[src/core/ptrf_pkg.sv]
// Package for the pointer register file: widths, operation codes, conversion constants.
// Assumes a single 100 MHz clock domain shared by the execution unit.
`default_nettype none
package ptrf_pkg;
    localparam int            PTRF_NUM_REGS       = 16;
    localparam int            PTRF_IDX_W          = 4;
    localparam int            PTRF_WORD_W         = 16;
    localparam int            PTRF_DATA_W         = 32;
    localparam logic [31:0]   PTRF_RESET_VALUE    = 32'h0000_0000;
    localparam logic [31:0]   PTRF_TIMER_PV_BASE  = 32'h0000_0000;
    localparam logic [31:0]   PTRF_LEGACY_DELTA   = 32'h0000_0000;
    localparam logic [31:0]   PTRF_STEP_ONE       = 32'h0000_0001;
    localparam logic [31:0]   PTRF_STEP_TWO       = 32'h0000_0002;
    localparam int            PTRF_SHARED_DEFAULT = 0;

    // Operations offered to the execution unit
    typedef enum logic [3:0] {
        PTRF_OP_NONE,
        PTRF_OP_LOAD_LOCATION,
        PTRF_OP_LOAD_TIMER_LOCATION,
        PTRF_OP_INDIRECT,
        PTRF_OP_READ,
        PTRF_OP_DOUBLE_MOVE,
        PTRF_OP_DOUBLE_EXCHANGE,
        PTRF_OP_DOUBLE_COMPARE,
        PTRF_OP_INCREMENT,
        PTRF_OP_DECREMENT,
        PTRF_OP_ADD,
        PTRF_OP_SUBTRACT,
        PTRF_OP_CONVERT_FROM_LEGACY,
        PTRF_OP_CONVERT_TO_LEGACY
    } ptrf_op_type;

    // Indirect operand address modes
    typedef enum logic [2:0] {
        PTRF_MODE_PLAIN,
        PTRF_MODE_CONST,
        PTRF_MODE_DATA_OFFSET,
        PTRF_MODE_POST_INC1,
        PTRF_MODE_POST_INC2,
        PTRF_MODE_PRE_DEC1,
        PTRF_MODE_PRE_DEC2
    } ptrf_mode_type;
endpackage : ptrf_pkg
`default_nettype wire

[src/core/ptrf_bank_if.sv]
// Interface between the pointer register control logic and its storage bank.
// Assumes both ends run on the same clock.
`default_nettype none
interface ptrf_bank_if;
    import ptrf_pkg::*;
    logic                    bank_sel;
    logic [PTRF_IDX_W-1:0]   rd_a_idx;
    logic [PTRF_IDX_W-1:0]   rd_b_idx;
    logic [PTRF_DATA_W-1:0]  rd_a_data;
    logic [PTRF_DATA_W-1:0]  rd_b_data;
    logic                    wr_a_en;
    logic [PTRF_IDX_W-1:0]   wr_a_idx;
    logic [PTRF_DATA_W-1:0]  wr_a_data;
    logic                    wr_b_en;
    logic [PTRF_IDX_W-1:0]   wr_b_idx;
    logic [PTRF_DATA_W-1:0]  wr_b_data;
    modport ctrl (output bank_sel, rd_a_idx, rd_b_idx, wr_a_en, wr_a_idx, wr_a_data,
                  wr_b_en, wr_b_idx, wr_b_data, input rd_a_data, rd_b_data);
    modport bank (input bank_sel, rd_a_idx, rd_b_idx, wr_a_en, wr_a_idx, wr_a_data,
                  wr_b_en, wr_b_idx, wr_b_data, output rd_a_data, rd_b_data);
endinterface : ptrf_bank_if
`default_nettype wire

[src/core/ptrf_bank.sv]
// Storage for two sets of sixteen double-word pointer registers.
// Assumes the control logic never writes the same register on both ports at once.
`default_nettype none
module ptrf_bank
    import ptrf_pkg::*;
(
    input  wire logic   clk,
    input  wire logic   rst_b,
    ptrf_bank_if.bank   bus
);
    typedef struct packed {
        logic [1:0][PTRF_NUM_REGS-1:0][PTRF_DATA_W-1:0] regs;
    } ptrf_bank_state_type;

    ptrf_bank_state_type state_ff;
    ptrf_bank_state_type nxt_state;

    // Two asynchronous reads of the selected set
    assign bus.rd_a_data = state_ff.regs[bus.bank_sel][bus.rd_a_idx];
    assign bus.rd_b_data = state_ff.regs[bus.bank_sel][bus.rd_b_idx];

    // Two write ports, port B applied last
    always_comb begin
        nxt_state = state_ff;
        if (bus.wr_a_en) begin
            nxt_state.regs[bus.bank_sel][bus.wr_a_idx] = bus.wr_a_data;
        end
        if (bus.wr_b_en) begin
            nxt_state.regs[bus.bank_sel][bus.wr_b_idx] = bus.wr_b_data;
        end
    end

    // Register the bank
    always_ff @(posedge clk or negedge rst_b) begin
        if (!rst_b) begin
            state_ff <= '0;
        end else begin
            state_ff <= nxt_state;
        end
    end
endmodule : ptrf_bank
`default_nettype wire

[src/core/ptrf_top.sv]
// Pointer register file with operand address generation for the execution unit.
// Assumes one request per cycle with all request fields valid while req_valid is high.
//
// Overview of operation
// - Sixteen pointer registers, each one 32-bit double word.
// - A register holds any absolute bit or word address, timer values included.
// - Load operations write a location's address; one variant offsets to timer values.
// - Indirect access yields the address held in the register as effective address.
// - A signed constant adds to the register contents for the effective address.
// - An offset data register's contents add to the register for the address.
// - Auto-increment modes raise the register by one or two.
// - Auto-decrement modes lower the register by one or two.
// - Only the restricted direct operations read or write a register as data.
// - Read operation returns the held address to the destination operand.
// - Double move, exchange and compare act on whole two-word values.
// - Double increment, decrement, signed add and subtract modify the register.
// - Conversion translates addresses to and from the legacy address format.
// - Per-task or shared sets; status reads 0 separate, 1 shared.
`default_nettype none
module ptrf_top
    import ptrf_pkg::*;
(
    input  wire logic                    clk,
    input  wire logic                    rst_b,
    input  wire logic                    req_valid,
    input  wire ptrf_op_type             req_op,
    input  wire ptrf_mode_type           req_mode,
    input  wire logic [PTRF_IDX_W-1:0]   req_dst_idx,
    input  wire logic [PTRF_IDX_W-1:0]   req_src_idx,
    input  wire logic [PTRF_DATA_W-1:0]  req_operand,
    input  wire logic                    cfg_shared_sets,
    input  wire logic                    task_sel,
    output logic                         rsp_valid,
    output logic [PTRF_DATA_W-1:0]       rsp_data,
    output logic [PTRF_DATA_W-1:0]       rsp_eff_addr,
    output logic                         rsp_equal,
    output logic                         rsp_less,
    output logic                         rsp_greater,
    output logic                         shared_sets_status
);
    typedef struct packed {
        logic                    rsp_valid;
        logic [PTRF_DATA_W-1:0]  rsp_data;
        logic [PTRF_DATA_W-1:0]  rsp_eff_addr;
        logic                    rsp_equal;
        logic                    rsp_less;
        logic                    rsp_greater;
        logic                    shared;
    } ptrf_state_type;

    ptrf_state_type state_ff;
    ptrf_state_type nxt_state;

    ptrf_bank_if bank_bus ();

    ptrf_bank i_ptrf_bank (
        .clk   (clk),
        .rst_b (rst_b),
        .bus   (bank_bus.bank)
    );

    // Signed wrap-around add used by several operations
    function automatic logic [PTRF_DATA_W-1:0] ptrf_add(
        input logic [PTRF_DATA_W-1:0] a,
        input logic [PTRF_DATA_W-1:0] b
    );
        ptrf_add = a + b;
    endfunction : ptrf_add

    // Set selection: shared setting forces set 0
    assign bank_bus.bank_sel = cfg_shared_sets ? 1'b0 : task_sel;
    assign bank_bus.rd_a_idx = req_dst_idx;
    assign bank_bus.rd_b_idx = req_src_idx;

    logic [PTRF_DATA_W-1:0] cur_a;
    logic [PTRF_DATA_W-1:0] cur_b;
    assign cur_a = bank_bus.rd_a_data;
    assign cur_b = bank_bus.rd_b_data;

    // Operation decode and next state
    always_comb begin
        nxt_state                = state_ff;
        nxt_state.rsp_valid      = 1'b0;
        nxt_state.shared         = cfg_shared_sets;
        bank_bus.wr_a_en         = 1'b0;
        bank_bus.wr_a_idx        = req_dst_idx;
        bank_bus.wr_a_data       = cur_a;
        bank_bus.wr_b_en         = 1'b0;
        bank_bus.wr_b_idx        = req_src_idx;
        bank_bus.wr_b_data       = cur_b;
        if (req_valid) begin
            nxt_state.rsp_valid = 1'b1;
            // Only the direct operations below touch a register as data
            case (req_op)
                PTRF_OP_LOAD_LOCATION: begin
                    bank_bus.wr_a_en   = 1'b1;
                    bank_bus.wr_a_data = req_operand;
                    nxt_state.rsp_data = req_operand;
                end
                PTRF_OP_LOAD_TIMER_LOCATION: begin
                    bank_bus.wr_a_en   = 1'b1;
                    bank_bus.wr_a_data = ptrf_add(PTRF_TIMER_PV_BASE, req_operand);
                    nxt_state.rsp_data = bank_bus.wr_a_data;
                end
                PTRF_OP_INDIRECT: begin
                    nxt_state.rsp_eff_addr = cur_a;
                    case (req_mode)
                        PTRF_MODE_CONST: begin
                            nxt_state.rsp_eff_addr = ptrf_add(cur_a, req_operand);
                        end
                        PTRF_MODE_DATA_OFFSET: begin
                            nxt_state.rsp_eff_addr = ptrf_add(cur_a, req_operand);
                        end
                        PTRF_MODE_POST_INC1: begin
                            bank_bus.wr_a_en   = 1'b1;
                            bank_bus.wr_a_data = ptrf_add(cur_a, PTRF_STEP_ONE);
                        end
                        PTRF_MODE_POST_INC2: begin
                            bank_bus.wr_a_en   = 1'b1;
                            bank_bus.wr_a_data = ptrf_add(cur_a, PTRF_STEP_TWO);
                        end
                        PTRF_MODE_PRE_DEC1: begin
                            bank_bus.wr_a_en   = 1'b1;
                            bank_bus.wr_a_data = cur_a - PTRF_STEP_ONE;
                        end
                        PTRF_MODE_PRE_DEC2: begin
                            bank_bus.wr_a_en   = 1'b1;
                            bank_bus.wr_a_data = cur_a - PTRF_STEP_TWO;
                        end
                        default: begin
                            nxt_state.rsp_eff_addr = cur_a;
                        end
                    endcase
                    nxt_state.rsp_data = cur_a;
                end
                PTRF_OP_READ: begin
                    nxt_state.rsp_data = cur_a;
                end
                PTRF_OP_DOUBLE_MOVE: begin
                    bank_bus.wr_a_en   = 1'b1;
                    bank_bus.wr_a_data = cur_b;
                    nxt_state.rsp_data = cur_b;
                end
                PTRF_OP_DOUBLE_EXCHANGE: begin
                    bank_bus.wr_a_en   = 1'b1;
                    bank_bus.wr_a_data = cur_b;
                    bank_bus.wr_b_en   = (req_src_idx != req_dst_idx);
                    bank_bus.wr_b_data = cur_a;
                    nxt_state.rsp_data = cur_b;
                end
                PTRF_OP_DOUBLE_COMPARE: begin
                    nxt_state.rsp_equal   = (cur_a == cur_b);
                    nxt_state.rsp_less    = (cur_a < cur_b);
                    nxt_state.rsp_greater = (cur_a > cur_b);
                    nxt_state.rsp_data    = cur_a;
                end
                PTRF_OP_INCREMENT: begin
                    bank_bus.wr_a_en   = 1'b1;
                    bank_bus.wr_a_data = ptrf_add(cur_a, PTRF_STEP_ONE);
                    nxt_state.rsp_data = bank_bus.wr_a_data;
                end
                PTRF_OP_DECREMENT: begin
                    bank_bus.wr_a_en   = 1'b1;
                    bank_bus.wr_a_data = cur_a - PTRF_STEP_ONE;
                    nxt_state.rsp_data = bank_bus.wr_a_data;
                end
                PTRF_OP_ADD: begin
                    bank_bus.wr_a_en   = 1'b1;
                    bank_bus.wr_a_data = ptrf_add(cur_a, req_operand);
                    nxt_state.rsp_data = bank_bus.wr_a_data;
                end
                PTRF_OP_SUBTRACT: begin
                    bank_bus.wr_a_en   = 1'b1;
                    bank_bus.wr_a_data = cur_a - req_operand;
                    nxt_state.rsp_data = bank_bus.wr_a_data;
                end
                PTRF_OP_CONVERT_FROM_LEGACY: begin
                    nxt_state.rsp_data = ptrf_add(req_operand, PTRF_LEGACY_DELTA);
                end
                PTRF_OP_CONVERT_TO_LEGACY: begin
                    nxt_state.rsp_data = req_operand - PTRF_LEGACY_DELTA;
                end
                default: begin
                    nxt_state.rsp_valid = 1'b1;
                end
            endcase
        end
    end

    // Register the response state
    always_ff @(posedge clk or negedge rst_b) begin
        if (!rst_b) begin
            state_ff <= '0;
        end else begin
            state_ff <= nxt_state;
        end
    end

    assign rsp_valid          = state_ff.rsp_valid;
    assign rsp_data           = state_ff.rsp_data;
    assign rsp_eff_addr       = state_ff.rsp_eff_addr;
    assign rsp_equal          = state_ff.rsp_equal;
    assign rsp_less           = state_ff.rsp_less;
    assign rsp_greater        = state_ff.rsp_greater;
    assign shared_sets_status = state_ff.shared;

    // Checks on the response path
    AST_RSP_ONE_CYCLE: assert property (@(posedge clk) disable iff (!rst_b)
        req_valid |=> rsp_valid) else $error("missing response");
    AST_IDLE_NO_RSP: assert property (@(posedge clk) disable iff (!rst_b)
        !req_valid |=> !rsp_valid) else $error("spurious response");
    AST_EFF_PLAIN: assert property (@(posedge clk) disable iff (!rst_b)
        req_valid && req_op == PTRF_OP_INDIRECT && req_mode == PTRF_MODE_PLAIN
        |=> rsp_eff_addr == $past(cur_a)) else $error("plain address wrong");
    AST_EFF_CONST: assert property (@(posedge clk) disable iff (!rst_b)
        req_valid && req_op == PTRF_OP_INDIRECT && req_mode == PTRF_MODE_CONST
        |=> rsp_eff_addr == $past(cur_a) + $past(req_operand))
        else $error("constant offset wrong");
    AST_EFF_DR: assert property (@(posedge clk) disable iff (!rst_b)
        req_valid && req_op == PTRF_OP_INDIRECT && req_mode == PTRF_MODE_DATA_OFFSET
        |=> rsp_eff_addr == $past(cur_a) + $past(req_operand))
        else $error("data offset wrong");
    AST_INC2: assert property (@(posedge clk) disable iff (!rst_b)
        req_valid && req_op == PTRF_OP_INDIRECT && req_mode == PTRF_MODE_POST_INC2
        |-> bank_bus.wr_a_en && bank_bus.wr_a_data == cur_a + PTRF_STEP_TWO)
        else $error("increment by two wrong");
    AST_DEC1: assert property (@(posedge clk) disable iff (!rst_b)
        req_valid && req_op == PTRF_OP_INDIRECT && req_mode == PTRF_MODE_PRE_DEC1
        |-> bank_bus.wr_a_en && bank_bus.wr_a_data == cur_a - PTRF_STEP_ONE)
        else $error("decrement wrong");
    AST_POST_ADDR: assert property (@(posedge clk) disable iff (!rst_b)
        req_valid && req_op == PTRF_OP_INDIRECT && req_mode == PTRF_MODE_POST_INC1
        |=> rsp_eff_addr == $past(cur_a)) else $error("address after adjust");
    AST_LOAD: assert property (@(posedge clk) disable iff (!rst_b)
        req_valid && req_op == PTRF_OP_LOAD_LOCATION ##1
        req_valid && req_op == PTRF_OP_READ && $past(req_dst_idx) == req_dst_idx
        && $past(bank_bus.bank_sel) == bank_bus.bank_sel
        |=> rsp_data == $past(req_operand, 2)) else $error("load lost");
    AST_CMP: assert property (@(posedge clk) disable iff (!rst_b)
        req_valid && req_op == PTRF_OP_DOUBLE_COMPARE
        |=> rsp_equal == ($past(cur_a) == $past(cur_b))) else $error("compare wrong");
    // Status copy is only owed once the flop has left reset
    AST_SHARED: assert property (@(posedge clk) disable iff (!rst_b)
        $past(rst_b) |-> shared_sets_status == $past(cfg_shared_sets))
        else $error("status wrong");

    COV_INDIRECT: cover property (@(posedge clk) disable iff (!rst_b)
        req_valid && req_op == PTRF_OP_INDIRECT);
    COV_EXCHANGE: cover property (@(posedge clk) disable iff (!rst_b)
        req_valid && req_op == PTRF_OP_DOUBLE_EXCHANGE);
    COV_LOAD_READ: cover property (@(posedge clk) disable iff (!rst_b)
        req_valid && req_op == PTRF_OP_LOAD_LOCATION ##1 req_valid && req_op == PTRF_OP_READ);
endmodule : ptrf_top
`default_nettype wire

[config.mk]
export PLATFORM = sky130hd
export DESIGN_NAME = ptrf_top
export DESIGN_NICKNAME = d
export VERILOG_FILES = /design/src/core/ptrf_pkg.sv /design/src/core/ptrf_bank_if.sv /design/src/core/ptrf_bank.sv /design/src/core/ptrf_top.sv
export SDC_FILE = /design/constraint.sdc
export NUM_CORES = 2
export LEC_CHECK = 0
export BUFFER_PORTS_ARGS = -buffer_cell sky130_fd_sc_hd__buf_4
export CAP_MARGIN = 20
export CELL_PAD_IN_SITES_DETAIL_PLACEMENT = 1
export CELL_PAD_IN_SITES_GLOBAL_PLACEMENT = 1
export CORE_MARGIN = 3
export CORE_UTILIZATION = 29
export CTS_BUF_LIST = sky130_fd_sc_hd__clkbuf_4
export CTS_CLUSTER_SIZE = 25
export DETAILED_ROUTE_END_ITERATION = 8
export GPL_TIMING_DRIVEN = 0
export PLACE_DENSITY_LB_ADDON = 0.1
export SKIP_LAST_GASP = 1
export SLEW_MARGIN = 20
export SYNTH_ARGS = -nofsm -noshare
export SYNTH_HDL_FRONTEND = slang
export SYNTH_SLANG_ARGS = --single-unit
export TNS_END_PERCENT = 20
[constraint.sdc]
create_clock -name clk -period 6.45 [get_ports clk]
set_input_delay 0.9675 -clock clk [delete_from_list [all_inputs] [get_ports clk]]
set_output_delay 0.9675 -clock clk [all_outputs]
set_load 0.1 [all_outputs]
==> impl_results.md <==
* Met2 wire length at between 200000 and 300000 um
* Max clock buf depth at 4
* Tot GR Track Use at 0.518
* # IOs at around 120
* Synth Cell Area at approximately 0.074 sq mm
* Met1 Routed Length at roughly 250000 um
* Post-synthesis register bit count at 1093
* Clk Latency, worst-skew pair at around 1.5 ns
* Yosys cell types at between 100 and 150
* Die X at between 500 and 600 um
* YS warnings at 0
* Critical Path RT at just under 8 ns
* First-pass DRT Iterations at 8
* CTS tree: yes
* CTS Sinks at between 1000 and 1500
* Highest Signal Layer: met5
* DR WL/cell at ~53 um
* Worst-margin pin slew at 1.37 ns
* Final period utilization at 1.08
* Slew margin rel. at 0.0890
* Die height at about 510 um
* Crit path arrival time at slightly above 8 ns
* CP Capture Point: i_ptrf_bank.state_ff[100]
* Metal3 WL at 92800 um
* Fin cells at approximately 13000
* Hpwl dp at between 500000 and 600000 um
* Largest net degree at the start of global routing at 138
* Combinational Power Share at 0.438
* Switching power at 14.8 mW
* Switching Fraction at 0.478
* Vias at 91897
* GPL Wtd Cong at between 1 and 1.5
* Reg-to-Reg Start: i_ptrf_bank.state_ff[833]
* Worst hold path class: in2reg
* Final Instance Area at between 0.09 and 0.1 sq mm
* Net Count, Synth at ~9000
* Antenna violations before repair at 71
* Drc violations at 0
* # rows at roughly 190
* Pwr Density at around 320 mW/mm^2
* Initial Util at 0.292
* Core area at between 0.2 and 0.3 sq mm
* Reg2reg setup slack at -0.18 ns
* Post-DR vias/cell at slightly below 7
* Predominant post-synthesis flop cell: dfrtp_1
* Final Skew at 0.208 ns
* Worst VDD drop at 0.179 mV
* Static Leak at around 38 nW
* Tmin final at between 6 and 7 ns
* Crit. End Element: register
* Status: complete, but fails checks
* R2R cell count at 23
* Max Freq at 143 MHz
* Final WS setup at -0.536 ns
* Critical Path Source Type: input pin
* Critical path launch point: task_sel
* RSZ-0062 raised after global routing: true
* Syn-to-layout area delta at 28.0%
* Max Cap Viol at 0
* Grt ovf at 0
* Initial drt markers at between 10000 and 15000
* Clock share of power at 0.246
* Nets at around 10000
* Reg power frac at 0.317
* Cells after DPL at between 10000 and 15000
* Reg-to-reg endpoint: i_ptrf_bank.state_ff[318]
* Clk root buf: clkbuf_4
* Total power at between 30 and 40 mW
* PortBufs at approximately 120
* Final hold vios at 0
* Failing checks: negative setup slack
* Reg clk slew, reported paths at 0.06 ns
* Max-slew violations at 0
* Number of global-route vias before repair at 88085
* Die Area at 0.263 sq mm
* Num CTS Buffers at roughly 350
* Setup CP Type: in2reg
* # H-tree levels at 5
* Share of cells above drive strength 1 at 0.229
* Cell count after synthesis at approximately 8700
* Area post-placement at between 0.08 and 0.09 sq mm
* Post-route ant nets at 0
* Final setup violation count at about 800
* Post-Route WL at between 700000 and 800000 um
* Seq/Total Area, Yosys at 0.367
* Syn Area/Cell at about 8.6 sq um
* Post-synthesis async set-or-reset flop share at 1.00
* First-pass GRT wire length at 898000 um
* P_int at around 16 mW
* Post-synth EDFFs at 0
* Critical path peak fanout at 10
## area by class of cell
cell class / count / area, sq um
multi-input combinational: 6560 / 46200
clock inverter: 72 / 477
clock buffer: 506 / 3800
buffer: 893 / 5640
tap: 3366 / 4210
antenna: 68 / 170
timing repair buffer: 591 / 6830
sequential: 1093 / 27400
fill: 29399 / 159000
inverter: 132 / 631
## cells in the mapped netlist (146+ instances only)
master / number / area (sq um)
nor2_1: 876 / 3290
a211oi_1: 146 / 1100
o21ai_0: 772 / 3860
clkbuf_1: 701 / 2630
o22ai_1: 163 / 1020
a31oi_1: 484 / 3030
nand2_1: 890 / 3340
dfrtp_1: 1093 / 27400
o31ai_1: 165 / 1240
o211ai_1: 177 / 1330
nand3_1: 176 / 881
a21oi_1: 512 / 2560
mux2i_1: 393 / 3930
## per-layer routing
layer | GRT usage | vias to the layer above
li1 | - | 34582
met1 | 0.583 | 47600
met2 | 0.723 | 7380
met3 | 0.249 | 2309
met4 | 0.459 | 26
met5 | 0.00146 | -
## state kept, by name, indices dropped and copies added, names as in the netlist
name	count
rsp_valid	1
rsp_data	32
rsp_less	1
rsp_equal	1
i_ptrf_bank.state_ff	1024
rsp_eff_addr	32
rsp_greater	1
shared_sets_status	1
## power by group through the flow
| stage | Combinational, mW | Clock [mW] | Sequential [mW] |
|---|---|---|---|
| 4_1_cts | 12.3 | 7.57 | 9.60 |
| 3_3_place_gp | 10.7 | 0 | 9.52 |
| 3_5_place_dp | 11.1 | 0 | 9.56 |
| 5_1_grt | 13.5 | 7.94 | 9.82 |
| 2_1_floorplan | 5.02 | 0 | 9.70 |
| 6_report | 13.5 | 7.59 | 9.79 |
## cells by family after synthesis
| family | Yosys count | share of synthesized area |
|---|---|---|
| AND/OR/NAND/NOR | 2499 | 0.155 |
| buffers and inverters | 1051 | 0.0608 |
| XOR/XNOR | 121 | 0.0142 |
| flip-flops | 1093 | 0.367 |
| AO/OA/AOI/OAI | 3265 | 0.284 |
| multiplexers | 549 | 0.0964 |
| adder cells (fa/ha/maj) | 126 | 0.0213 |
## worst min path at each step
| stage | from | end | slack [ns] | depth (start not counted) |
|---|---|---|---|---|
| after floorplan | i_ptrf_bank.state_ff[997] | i_ptrf_bank.state_ff[997] | 0.46 | 2 |
| after global placement | rsp_equal | rsp_equal | 0.45 | 2 |
| after detailed placement | rsp_equal | rsp_equal | 0.46 | 2 |
| after CTS | req_operand[25] | rsp_data[25] | 0.003 | 5 |
| after global routing | rst_b | rsp_eff_addr[29] | 0.15 | 2 |
| final | req_operand[18] | rsp_data[18] | 0.12 | 4 |
## repair_timing
item                                    in CTS  in global routing
hold buffers                                 4                  1
gates cloned                                10                  1
resized for setup                          890                222
endpoints found under the setup margin    1086                840
endpoints found under the hold margin      159                  1
setup buffers                              288                 60
pin swaps                                   82                 49
## critical path, cell delays in order
cell and delay [ns]:
buf_8 0.11, clkbuf_8 0.22, nand2b_4 0.12, buf_12 0.17, buf_16 0.16, buf_16 0.19, buf_16 0.21, buf_16 0.20
buf_4 0.30, buf_4 0.32, buf_6 0.36, buf_4 0.37, buf_4 0.41, buf_2 0.43, a21oi_1 0.13, a22oi_1 0.28
o2111ai_1 0.67, o22ai_4 0.66, o21ba_2 0.26, a31oi_1 0.17, o22a_2 0.49, buf_2 0.54, nand2_1 0.11, a31oi_1 0.24
## cell usage in the layout (no fill, tap or decap), types with 55 or more instances in the layout
master / netlist / layout
nand2_1: 890 / 883
diode_2: 0 / 68
buf_4: 35 / 421
buf_6: 32 / 59
nor2_1: 876 / 836
and3_1: 58 / 56
nor3_1: 75 / 64
o22ai_1: 163 / 148
clkbuf_1: 701 / 529
nand3_1: 176 / 169
or3_1: 85 / 85
o211ai_1: 177 / 177
a211oi_1: 146 / 129
mux2i_4: 1 / 99
a221o_1: 56 / 55
and3b_1: 63 / 62
mux4_2: 131 / 131
a21oi_1: 512 / 495
o21ai_0: 772 / 756
a22o_1: 57 / 57
mux2i_2: 0 / 93
xnor2_1: 111 / 100
clkbuf_2: 3 / 98
clkbuf_4: 0 / 539
a21o_1: 80 / 80
o31ai_1: 165 / 161
a22oi_1: 127 / 122
inv_1: 111 / 97
o21ai_1: 121 / 122
buf_16: 0 / 78
mux2i_1: 393 / 202
ha_1: 119 / 97
dfrtp_1: 1093 / 1080
a31oi_1: 484 / 480
buf_12: 3 / 120
## stage by stage
| step | utilization | hold slack (ns) | TNS, ns | worst slack (ns) |
|---|---|---|---|---|
| detailed placement | 0.322 | 0.462 | -5249.54 | -7.06 |
| global route | 0.374 | 0.152 | -59.80 | -0.332 |
| finish | 0.374 | 0.120 | -152.64 | -0.536 |
| CTS | 0.367 | 0.00273 | -20.51 | -0.244 |
| global placement | 0.313 | 0.453 | - | -10.89 |
| floorplan | - | 0.463 | -12.87 | -0.198 |
Power figures use the tool's default switching activity.
